==> src/rtl/cdee_defs.svh <==
// Purpose: Constants for the coherency domain entry/exit controller.
// Assumes: Included by the package, the controller, the model and the bench; 32-bit configuration data.
// Notes:   Offsets address the interconnect's configuration space.
`ifndef CDEE_DEFS_SVH
`define CDEE_DEFS_SVH

// ----------------------------------------------------------------------
// Configuration space layout
// ----------------------------------------------------------------------
`define CDEE_ADDR_W          16
`define CDEE_DATA_W          32
`define CDEE_REQ_CTL_OFS     16'h0000
`define CDEE_ACK_STAT_OFS    16'h0004

// ----------------------------------------------------------------------
// Node selection and reset values
// ----------------------------------------------------------------------
`define CDEE_NODE_BIT        5'h00
`define CDEE_REG_RST         32'h0000_0000

`endif

==> src/rtl/cdee_pkg.sv <==
// Purpose: Types shared by the coherency entry/exit controller files.
// Assumes: cdee_defs.svh supplies every width and offset.
// Notes:   State codes are one-hot and written out in full.
package cdee_pkg;

`include "cdee_defs.svh"

    // ------------------------------------------------------------------
    // Handshake phases of the request/acknowledge pair
    // ------------------------------------------------------------------
    typedef enum logic [3:0] {
        CDEE_DISABLED   = 4'b0001,
        CDEE_CONNECT    = 4'b0010,
        CDEE_ENABLED    = 4'b0100,
        CDEE_DISCONNECT = 4'b1000
    } cdee_phase_e;

    // ------------------------------------------------------------------
    // Configuration access sequencer states
    // ------------------------------------------------------------------
    typedef enum logic [3:0] {
        CDEE_BUS_IDLE   = 4'b0001,
        CDEE_BUS_RD_ST  = 4'b0010,
        CDEE_BUS_RD_CTL = 4'b0100,
        CDEE_BUS_WR_CTL = 4'b1000
    } cdee_bus_e;

    typedef struct packed {
        logic                     write;
        logic [`CDEE_ADDR_W-1:0]  addr;
        logic [`CDEE_DATA_W-1:0]  wdata;
    } cdee_cfg_req_s;

endpackage

==> src/rtl/cdee_host_ctrl.sv <==
// Purpose: Requesting-node controller for coherency domain entry and exit.
// Assumes: All inputs synchronous to core_clk; the access port answers
//          each held request with a one-cycle cfg_ack.
// Notes:   Pin mode drives coreq; register mode polls and writes bits.
`timescale 1ns/1ns
`include "cdee_defs.svh"

// Notes on behaviour
// - Request/acknowledge levels 00,10,11,01 mean disabled, connect, enabled, disconnect.
// - After reset the node is disabled, request and acknowledge low.
// - Node raises request only when already able to answer snoops.
// - After dropping request the node keeps answering snoops.
// - A raised request stays high until acknowledge is seen high.
// - A dropped request stays low until acknowledge is seen low.
// - Request bit updates use read-modify-write, keeping other nodes' bits.
// - Entry: both bits read zero, node ready, then write request bit one.
// - Exit: both bits read one, then clear the request bit.
// - Status bit clears after responses; seen cleared before power down.
// - In register mode the request pin stays low.
// - In pin mode the request-control register is never written.
module cdee_host_ctrl
    import cdee_pkg::*;
(
    input  wire logic                    core_clk,
    input  wire logic                    rst,
    input  wire logic                    sw_mode_strap,
    input  wire logic                    join_req,
    input  wire logic                    leave_req,
    input  wire logic                    snoop_ready,
    output logic                         snoop_enable,
    output logic                         in_domain,
    output logic                         power_down_ok,
    output logic                         coreq,
    input  wire logic                    coack,
    output logic                         cfg_req,
    output cdee_cfg_req_s                cfg_cmd,
    input  wire logic                    cfg_ack,
    input  wire logic [`CDEE_DATA_W-1:0] cfg_rdata
);

    // ------------------------------------------------------------------
    // Mode strap
    // ------------------------------------------------------------------
    // The strap is caught by a clocked process after release, never by
    // the reset itself, so the mode holds until the next reset.
    logic mode_sw_reg;
    logic mode_sw_next;
    logic strap_taken_reg;
    logic strap_taken_next;

    always_comb
    begin
        mode_sw_next     = mode_sw_reg;
        strap_taken_next = 1'b1;
        if (!strap_taken_reg)
        begin
            mode_sw_next = sw_mode_strap;
        end
    end

    always_ff @(posedge core_clk or posedge rst)
    begin
        if (rst)
        begin
            mode_sw_reg     <= 1'b0;
            strap_taken_reg <= 1'b0;
        end
        else
        begin
            mode_sw_reg     <= mode_sw_next;
            strap_taken_reg <= strap_taken_next;
        end
    end

    // ------------------------------------------------------------------
    // Membership wish
    // ------------------------------------------------------------------
    logic want_reg;
    logic want_next;

    always_comb
    begin
        want_next = want_reg;
        if (join_req)
        begin
            want_next = 1'b1;
        end
        else if (leave_req)
        begin
            want_next = 1'b0;
        end
    end

    always_ff @(posedge core_clk or posedge rst)
    begin
        if (rst)
        begin
            want_reg <= 1'b0;
        end
        else
        begin
            want_reg <= want_next;
        end
    end

    // ------------------------------------------------------------------
    // Handshake tracker
    // ------------------------------------------------------------------
    logic        stat_bit_reg;
    logic        ack_obs;
    logic        req_level;
    cdee_phase_e phase;

    // In register mode the polled status bit stands in for the pin.
    assign ack_obs = mode_sw_reg ? stat_bit_reg : coack;

    cdee_phase_tracker u_tracker (
        .core_clk     (core_clk),
        .rst          (rst),
        .want_in      (want_reg),
        .snoop_ready  (snoop_ready && strap_taken_reg),
        .ack_obs      (ack_obs),
        .req_level    (req_level),
        .phase        (phase),
        .snoop_enable (snoop_enable)
    );

    assign coreq         = req_level && !mode_sw_reg;
    assign in_domain     = (phase == CDEE_ENABLED);
    // Power down only once the acknowledge has been seen low.
    assign power_down_ok = (phase == CDEE_DISABLED) && !ack_obs;

    // ------------------------------------------------------------------
    // Register-mode access sequencer
    // ------------------------------------------------------------------
    cdee_bus_e                bus_state_reg;
    cdee_bus_e                bus_state_next;
    logic                     req_valid_reg;
    logic                     req_valid_next;
    cdee_cfg_req_s            cmd_reg;
    cdee_cfg_req_s            cmd_next;
    logic                     stat_bit_next;
    logic [`CDEE_DATA_W-1:0]  ctl_shadow_reg;
    logic [`CDEE_DATA_W-1:0]  ctl_shadow_next;
    logic                     ctl_bit_rd;
    logic                     set_ok;
    logic                     clr_ok;

    assign ctl_bit_rd = cfg_rdata[`CDEE_NODE_BIT];
    // Set only from 0/0, clear only from 1/1.
    assign set_ok = req_level && !ctl_bit_rd && !stat_bit_reg;
    assign clr_ok = !req_level && ctl_bit_rd && stat_bit_reg;

    always_comb
    begin
        bus_state_next  = bus_state_reg;
        req_valid_next  = req_valid_reg;
        cmd_next        = cmd_reg;
        stat_bit_next   = stat_bit_reg;
        ctl_shadow_next = ctl_shadow_reg;
        case (bus_state_reg)
            CDEE_BUS_IDLE:
            begin
                // Pin mode never touches the configuration space.
                if (strap_taken_reg && mode_sw_reg)
                begin
                    bus_state_next = CDEE_BUS_RD_ST;
                    req_valid_next = 1'b1;
                    cmd_next.write = 1'b0;
                    cmd_next.addr  = `CDEE_ACK_STAT_OFS;
                    cmd_next.wdata = `CDEE_REG_RST;
                end
            end
            CDEE_BUS_RD_ST:
            begin
                if (cfg_ack)
                begin
                    stat_bit_next  = cfg_rdata[`CDEE_NODE_BIT];
                    bus_state_next = CDEE_BUS_RD_CTL;
                    cmd_next.addr  = `CDEE_REQ_CTL_OFS;
                end
            end
            CDEE_BUS_RD_CTL:
            begin
                if (cfg_ack)
                begin
                    ctl_shadow_next = cfg_rdata;
                    cmd_next.addr   = `CDEE_ACK_STAT_OFS;
                    bus_state_next  = CDEE_BUS_RD_ST;
                    if (set_ok || clr_ok)
                    begin
                        // Other nodes' bits go back as they were read.
                        bus_state_next = CDEE_BUS_WR_CTL;
                        cmd_next.write = 1'b1;
                        cmd_next.addr  = `CDEE_REQ_CTL_OFS;
                        cmd_next.wdata = cfg_rdata;
                        cmd_next.wdata[`CDEE_NODE_BIT] = req_level;
                    end
                end
            end
            CDEE_BUS_WR_CTL:
            begin
                if (cfg_ack)
                begin
                    bus_state_next = CDEE_BUS_RD_ST;
                    cmd_next.write = 1'b0;
                    cmd_next.addr  = `CDEE_ACK_STAT_OFS;
                    cmd_next.wdata = `CDEE_REG_RST;
                end
            end
            default:
            begin
                bus_state_next = CDEE_BUS_IDLE;
                req_valid_next = 1'b0;
            end
        endcase
    end

    always_ff @(posedge core_clk or posedge rst)
    begin
        if (rst)
        begin
            bus_state_reg  <= CDEE_BUS_IDLE;
            req_valid_reg  <= 1'b0;
            cmd_reg        <= '0;
            stat_bit_reg   <= 1'b0;
            ctl_shadow_reg <= `CDEE_REG_RST;
        end
        else
        begin
            bus_state_reg  <= bus_state_next;
            req_valid_reg  <= req_valid_next;
            cmd_reg        <= cmd_next;
            stat_bit_reg   <= stat_bit_next;
            ctl_shadow_reg <= ctl_shadow_next;
        end
    end

    assign cfg_req = req_valid_reg;
    assign cfg_cmd = cmd_reg;
endmodule

==> src/rtl/cdee_phase_tracker.sv <==
// Purpose: Requester side of the four-phase coherency handshake.
// Assumes: ack_obs is synchronous to core_clk.
// Notes:   req_level is the request the node presents, by pin or bit.
`timescale 1ns/1ns

module cdee_phase_tracker
    import cdee_pkg::*;
(
    input  wire logic        core_clk,
    input  wire logic        rst,
    input  wire logic        want_in,
    input  wire logic        snoop_ready,
    input  wire logic        ack_obs,
    output logic             req_level,
    output cdee_phase_e      phase,
    output logic             snoop_enable
);

    cdee_phase_e phase_reg;
    cdee_phase_e phase_next;
    logic        req_reg;
    logic        req_next;

    // ------------------------------------------------------------------
    // Next phase
    // ------------------------------------------------------------------
    always_comb
    begin
        phase_next = phase_reg;
        req_next   = req_reg;
        case (phase_reg)
            CDEE_DISABLED:
            begin
                // Raise only once snoops can be answered.
                if (want_in && snoop_ready && !ack_obs)
                begin
                    phase_next = CDEE_CONNECT;
                    req_next   = 1'b1;
                end
            end
            CDEE_CONNECT:
            begin
                // Request stays high until the acknowledge arrives.
                if (ack_obs)
                begin
                    phase_next = CDEE_ENABLED;
                end
            end
            CDEE_ENABLED:
            begin
                if (!want_in)
                begin
                    phase_next = CDEE_DISCONNECT;
                    req_next   = 1'b0;
                end
            end
            CDEE_DISCONNECT:
            begin
                // Request stays low until the acknowledge drops.
                if (!ack_obs)
                begin
                    phase_next = CDEE_DISABLED;
                end
            end
            default:
            begin
                phase_next = CDEE_DISABLED;
                req_next   = 1'b0;
            end
        endcase
    end

    always_ff @(posedge core_clk or posedge rst)
    begin
        if (rst)
        begin
            phase_reg <= CDEE_DISABLED;
            req_reg   <= 1'b0;
        end
        else
        begin
            phase_reg <= phase_next;
            req_reg   <= req_next;
        end
    end

    assign req_level    = req_reg;
    assign phase        = phase_reg;
    // Snoops are answered from the raise until the acknowledge drops.
    assign snoop_enable = (phase_reg != CDEE_DISABLED);
endmodule

==> config.mk <==
export PLATFORM = sky130hd
export DESIGN_NAME = cdee_host_ctrl
export DESIGN_NICKNAME = d
export VERILOG_FILES = /design/src/rtl/cdee_pkg.sv /design/src/rtl/cdee_host_ctrl.sv /design/src/rtl/cdee_phase_tracker.sv
export VERILOG_INCLUDE_DIRS = /design/src /design/src/rtl
export SDC_FILE = /design/constraint.sdc
export NUM_CORES = 1
export LEC_CHECK = 0
export BUFFER_PORTS_ARGS = -buffer_cell sky130_fd_sc_hd__buf_2
export CAP_MARGIN = 10
export CORE_MARGIN = 5
export CORE_UTILIZATION = 43
export DETAILED_ROUTE_END_ITERATION = 6
export GPL_TIMING_DRIVEN = 0
export PLACE_DENSITY = 0.83
export RECOVER_POWER = 50
export SLEW_MARGIN = 30
export SYNTH_ARGS = -nofsm -noshare
export SYNTH_HDL_FRONTEND = slang
export SYNTH_SLANG_ARGS = --single-unit
==> constraint.sdc <==
create_clock -name core_clk -period 1.6 [get_ports core_clk]
set_input_delay 0.4 -clock core_clk [delete_from_list [all_inputs] [get_ports core_clk]]
set_output_delay 0.4 -clock core_clk [all_outputs]
set_load 0.02 [all_outputs]
==> results.py, run 1 <==
metrics = {
    "final_layout": {
        "antenna_cells": 0,
        "multiInputGateArea_sq_um": 1210,
        "syn2layout_area_growth_pct": 54.92,
        "layout_common_cells": "buf_2 (77), dfrtp_1 (43), buf_4 (33)",
        "finalNetCount": 357,
        "final_cells": 388,
        "final_layout_size_suffix_gt1_share_pct": 60.69,
        "largest_reg_flops": 34,
        "seqCellArea_sq_um": 1207,
        "final_common_cell": "buf_2",
        "nFillCells": 388,
    },
    "sta": {
        "tightest_slew_ns": 0.8396,
        "timing.fmax_mhz": 500.4,
        "fin_crit_sh_pct": 124.9,
        "relSlewSlack_pct": 43.96,
        "finalMaxSlewViolations": 0,
        "fin_crit_ns": 1.998,
        "fin_ws_ns": -0.3984,
        "setup_viol": 33,
        "hold_viol": 0,
        "rsz0062_at_grt": "true",
        "clock-skew-final_ns": 0.002518,
    },
    "synthesis": {
        "synth_ff_type": "dfrtp_1",
        "synth_warnings": 0,
        "synth_top_cell_area_share_pct": 50.58,
        "synthesis.area_sq_um": 2276,
        "synthTopCellsByArea": "dfrtp_1 (51%), a22o_2 (13%), buf_4 (4.9%)",
        "ys_seq_area_share_pct": 52.89,
        "async_flop_share_pct": 100.0,
        "synth_seq_cells": 48,
        "syn-instance-count": 194,
        "yosysTopAreaCell": "dfrtp_1",
        "synth-edff-count": 0,
        "yosys.cell_types.count": 48,
        "syn_area_per_cell_sq_um": 11.73,
    },
    "critical_path": {
        "worstPathArrival_ns": 1.60,
        "crit_path_start_kind": "register",
        "critPathRequiredTime_ns": 1.20,
        "path_max_fanout": 4,
        "crit_path_end_kind": "output port",
        "critPathKind": "register to output port",
    },
    "cts": {
        "clock_sinks": 48,
        "cts_max_level": 2,
        "cts-root-buf": "clkbuf_8",
        "cts-buffers-inserted": 5,
        "clkTransAtPathRegs_ns": 0.08,
        "holdBufCountCts": 0,
        "clk_latency_ns": 0.29,
        "clock_path_buffers": 2,
        "cts_tree": "done",
    },
    "floorplan": {
        "die-area_sq_um": 6848,
        "core_sq_um": 5140,
        "row_count": 26,
        "die_y_um": 82.75,
        "initial_core_util_pct": 44.28,
        "num_io_pins": 94,
        "dieWidth_um": 82.75,
    },
    "global_routing": {
        "grt_pass1_vias": 1782,
        "grt_max_degree": 27,
        "overflow": 0,
        "grt_pass1_wl_um": 8328,
        "grtUsageTotal_pct": 16.04,
        "antenna_found_initial": 0,
    },
    "drt": {
        "dr.pass1.iters": 4,
        "drt_iter0_drc": 52,
        "wl_per_cell_um": 15.46,
        "wirelength_um": 5997,
        "ant_nets": 0,
        "num_vias": 1966,
        "drc": 0,
        "vias_per_cell": 5.067,
    },
    "flow_run": {
        "cap_violations": 0,
    },
    "hold_path": {
        "hold_class": "input port to async pin",
    },
    "placement": {
        "dpl_worst_slack_ns": -0.2010,
        "dp_hpwl_um": 3822,
        "place.gp.congestion": 0.9156,
        "numPlacedInstances": 357,
        "io_buffer_count": 78,
    },
    "power": {
        "leakagePower_nw": 1.931,
        "p_total_mw": 3.617,
        "peakVddDrop_mv": 0.5285,
        "powerDensity_nw_per_um2": 1026,
    },
    "status": {
        "violations": "negative setup slack",
        "run_status": "finished, violations left",
    },
}
through the flow:
| step | hold slack [ns] | instance area [sq um] | setup TNS, ns | utilization, % |
|---|---|---|---|---|
| 2_1_floorplan | 0.4789 | 2340 | -0.2305 | - |
| 3_3_place_gp | 0.4549 | 2818 | -28.50 | 54.82 |
| 3_5_place_dp | 0.4682 | 2845 | -5.770 | 55.36 |
| 4_1_cts | 0.1468 | 3244 | -1.879 | 63.12 |
| 5_1_grt | 0.2834 | 3526 | -6.264 | 68.60 |
| 6_report | 0.2622 | 3526 | -1.888 | 68.60 |
cell type report:
| type | count | area share [%] |
|---|---|---|
| plain buffers | 25 | 6.210 |
| clock buffers | 6 | 2.058 |
| repair buffers | 105 | 18.95 |
| clock inverters | 2 | 0.9936 |
| multi-input cells | 125 | 34.32 |
| well taps | 70 | 2.484 |
| inverters | 7 | 0.7452 |
| flip-flops and latches | 48 | 34.24 |
worst paths after layout:
path / from / end / slack (ns) / cells past startpoint
worst min register to register: cfg_cmd[48] / cfg_cmd[48] / 0.49 / 1
worst max register to register: stat_bit_reg / cfg_cmd[6] / -0.06 / 7
min in group core_clk: join_req / want_reg / 0.30 / 2
worst max-delay path: u_tracker.phase[1] / power_down_ok / -0.40 / 4
max in group asynchronous: rst / cfg_cmd[13] / 0.25 / 3
worst min-delay path: rst / cfg_cmd[16] / 0.26 / 2
cell usage after synthesis, drive strengths merged, types with 2 or more instances:
library cell	count
dfstp	2
inv	7
conb	2
a31oi	4
and2	2
nor2b	4
a21o	2
o21a	2
nor2	7
a211oi	2
nor3b	2
nor4b	2
buf	24
nand3	2
or3b	2
clkbuf	4
dfrtp	46
a21oi	6
nor3	5
nand2	6
mux2i	2
o21ai	7
nand2b	3
a22o	32
critical path: stages, from the launching register on:
cell and delay, ns:
dfrtp_1 0.41, buf_6 0.14, or4_4 0.54, nor2_4 0.10, buf_6 0.12
layer usage:
metal | vias to the layer above | GRT usage (%) | share of wire (%)
met5 | - | 0 | 0
li1 | 938 | - | -
met2 | 71 | 27.00 | 52
met3 | 10 | 3.796 | 6.5
met4 | 0 | 4.248 | 1.3
met1 | 947 | 20.69 | 40
repair_timing:
action / 4_1_cts / 5_1_grt
endpoints found under the setup margin: 35 / 42
setup buffers: 12 / 9
pin swaps: 6 / 7
gates resized for setup: 34 / 40
gates cloned: 3 / 2
kinds of logic (layout without fill, tap and decap cells):
logic type / after synthesis / in the layout / share of synthesized area [%]
buffers and inverters: 35 / 145 / 10.39
AOI/OAI and AO/OA: 63 / 63 / 23.25
muxes: 3 / 3 / 1.374
and+or+nand+nor: 42 / 42 / 11.38
DFF: 48 / 48 / 52.89
xor gates and xnor gates: 1 / 1 / 0.3849
other: 2 / 16 / 0.3300
report_power, final:
part	total [mW]	internal, mW	switching [mW]
combinational	1.37	0.689	0.676
sequential	1.41	1.31	0.107
clock	0.839	0.464	0.375
Note: power is estimated with default switching activity, not from simulation.
==> run 2: changes to the inputs <==
--- a/config.mk
+++ b/config.mk
@@ -17,4 +17,5 @@
 export SLEW_MARGIN = 30
 export SYNTH_ARGS = -nofsm -noshare
 export SYNTH_HDL_FRONTEND = slang
+export SYNTH_HIERARCHICAL = 1
 export SYNTH_SLANG_ARGS = --single-unit
==> run 2 against run 1 <==
Effect of this change:
- the run ends with negative hold slack, negative setup slack left
- cell count up 0.52%
- utilization shrank 6.1 points
- power down 22%
- first-iteration DRC count rose by 58%
- critical path type unchanged
- setup slack improved by 0.12 ns
==> results.py, run 2 <==
metrics = {
    "placement": {
        "dp_hpwl_um": 4058,
        "numPlacedInstances": 360,
        "io_buffer_count": 78,
        "place.gp.congestion": 0.8034,
    },
    "critical_path": {
        "crit_start": "u_tracker/phase[1]",
        "cpPeakStageDelay_ns": 0.48,
        "cp_num_buf_inv": 2,
        "crit_path_end_kind": "output port",
        "critPathKind": "register to output port",
        "path_max_fanout": 2,
        "path_delay_family": "simple AND/OR/NAND/NOR gates",
        "crit_path_start_kind": "register",
        "worstPathArrival_ns": 1.47,
        "reg2reg_depth": 6,
        "worst_r2r_endpoint": "cfg_cmd[16]",
        "cp-endpoint": "snoop_enable",
        "reg2reg_from": "bus_state_reg[2]",
        "cpMaxStageDelayCell": "or4b_4",
        "crit_chain": "buf_6 > or4b_4 > buf_6",
        "path_common_cell": "buf_6",
        "worst-path-stages": 3,
        "critPathRequiredTime_ns": 1.20,
        "ff2ff_setup_slack_ns": -0.11,
    },
    "sta": {
        "tns_ns": -3.509,
        "setup_viol": 34,
        "clock-skew-final_ns": 0.006194,
        "relSlewSlack_pct": 48.13,
        "timing.fmax_mhz": 533.8,
        "fin_ws_ns": -0.2734,
        "tightest_slew_ns": 0.7772,
        "rsz0062_at_grt": "true",
        "hold_viol": 4,
        "holdWs_ns": -0.01280,
        "fin_crit_ns": 1.873,
        "finalMaxSlewViolations": 0,
        "fin_crit_sh_pct": 117.1,
    },
    "synthesis": {
        "synth_seq_cells": 48,
        "syn-instance-count": 197,
        "synth_top_cell_area_share_pct": 50.36,
        "synth_common_cells": "dfrtp_1 (46), a22o_1 (32), buf_4 (15), nand2b_1 (8)",
        "yosysTopAreaCell": "dfrtp_1",
        "ys_seq_area_share_pct": 52.65,
        "async_flop_share_pct": 100.0,
        "yosys.cell_types.count": 42,
        "synth_ff_type": "dfrtp_1",
        "synth_warnings": 6,
        "synthesis.area_sq_um": 2286,
        "synth-edff-count": 0,
        "synthTopCellsByArea": "dfrtp_1 (50%), a22o_1 (12%), buf_4 (4.9%)",
        "yosysMostFrequentCell": "dfrtp_1",
        "syn_area_per_cell_sq_um": 11.60,
    },
    "global_routing": {
        "antenna_found_initial": 0,
        "grt_max_degree": 23,
        "grt_pass1_wl_um": 9252,
        "overflow": 0,
        "grt_pass1_vias": 1919,
        "grtUsageTotal_pct": 16.30,
    },
    "cts": {
        "cts_max_level": 2,
        "clkTransAtPathRegs_ns": 0.08,
        "cts-buffers-inserted": 5,
        "clock_sinks": 48,
        "holdBufCountCts": 0,
        "cts-root-buf": "clkbuf_8",
        "cts_tree": "done",
        "clk_latency_ns": 0.30,
        "clock_path_buffers": 2,
    },
    "floorplan": {
        "die_y_um": 82.91,
        "die-area_sq_um": 6874,
        "core_sq_um": 5140,
        "row_count": 26,
        "num_io_pins": 94,
        "initial_core_util_pct": 44.47,
        "dieWidth_um": 82.91,
    },
    "hold_path": {
        "hold_class": "input port to async pin",
    },
    "power": {
        "peakVddDrop_mv": 0.4371,
        "p_total_mw": 2.817,
        "leakagePower_nw": 1.705,
        "powerDensity_nw_per_um2": 877.3,
    },
    "final_layout": {
        "final_layout_size_suffix_gt1_share_pct": 49.38,
        "antenna_cells": 0,
        "syn2layout_area_growth_pct": 40.45,
        "final_common_cell": "buf_2",
        "finalNetCount": 359,
        "layout_common_cells": "buf_2 (75), dfrtp_1 (43), buf_4 (35)",
        "final_cells": 390,
        "largest_reg_flops": 34,
    },
    "drt": {
        "drt_iter0_drc": 82,
        "drc": 0,
        "dr.pass1.iters": 4,
        "wl_per_cell_um": 15.18,
        "vias_per_cell": 5.008,
        "wirelength_um": 5921,
        "ant_nets": 0,
        "num_vias": 1953,
    },
    "flow_run": {
        "cap_violations": 0,
    },
    "status": {
        "run_status": "finished, violations left",
        "violations": "negative hold slack, negative setup slack",
    },
}
==> run 2: where the power goes <==
| group | internal (mW) | switching [mW] | leakage [nW] |
|---|---|---|---|
| logic | 0.374 | 0.363 | 1.01 |
| registers | 1.27 | 0.0528 | 0.640 |
| clock network | 0.354 | 0.400 | 0.0516 |
==> run 2: repair_timing <==
| action | CTS | global route |
|---|---|---|
| gates resized for setup | 17 | 19 |
| setup endpoints to repair | 34 | 38 |
| pin swaps | 5 | 4 |
| setup buffers | 12 | 8 |
| gates cloned | 1 | 1 |
==> run 2: worst min-delay path by stage <==
stage	depth (start not counted)	endpoint	startpoint
global route	2	u_tracker/phase[2]	rst
finish	2	u_tracker/phase[3]	rst
global placement	2	u_tracker/phase[2]	rst
detailed placement	2	u_tracker/phase[3]	rst
floorplan	1	u_tracker/phase[1]	rst
CTS	2	u_tracker/phase[2]	rst
==> run 2: layout make-up <==
cell class	instances	area, sq um
Buffer	28	226.5
Sequential cell	48	1207
Inverter	6	22.52
Timing Repair Buffer	101	609.3
Tap cell	70	87.58
Multi-Input combinational cell	129	960.9
Clock buffer	6	82.58
Clock inverter	2	13.76
Fill cell	459	1929
==> run 2: layer usage <==
layer / global-route usage, % / part of all wire [%]
met5: 0 / 0
met4: 7.875 / 2.0
met3: 4.158 / 6.1
met2: 27.48 / 51
met1: 19.28 / 41
==> run 2: kinds of logic after synthesis <==
group / Yosys count / synth area share, %
AND/OR/NAND/NOR: 49 / 13.57
buffers and inverters: 34 / 9.688
other: 2 / 0.3285
multiplexers: 4 / 1.970
AO/OA/AOI/OAI: 60 / 21.79
flip-flops: 48 / 52.65
==> run 2: metrics by stage <==
stage               util (%)  instance area (sq um)  setup WS [ns]  hold WS (ns)
finish                 62.46                   3211        -0.2734      -0.01280
global route           62.46                   3211        -0.3074      -0.01043
CTS                    60.52                   3110        -0.2820      0.003142
detailed placement     55.62                   2859        -0.1611        0.3208
global placement       55.09                   2831        -0.3914        0.3108
floorplan                  -                   2354       -0.02788        0.1778
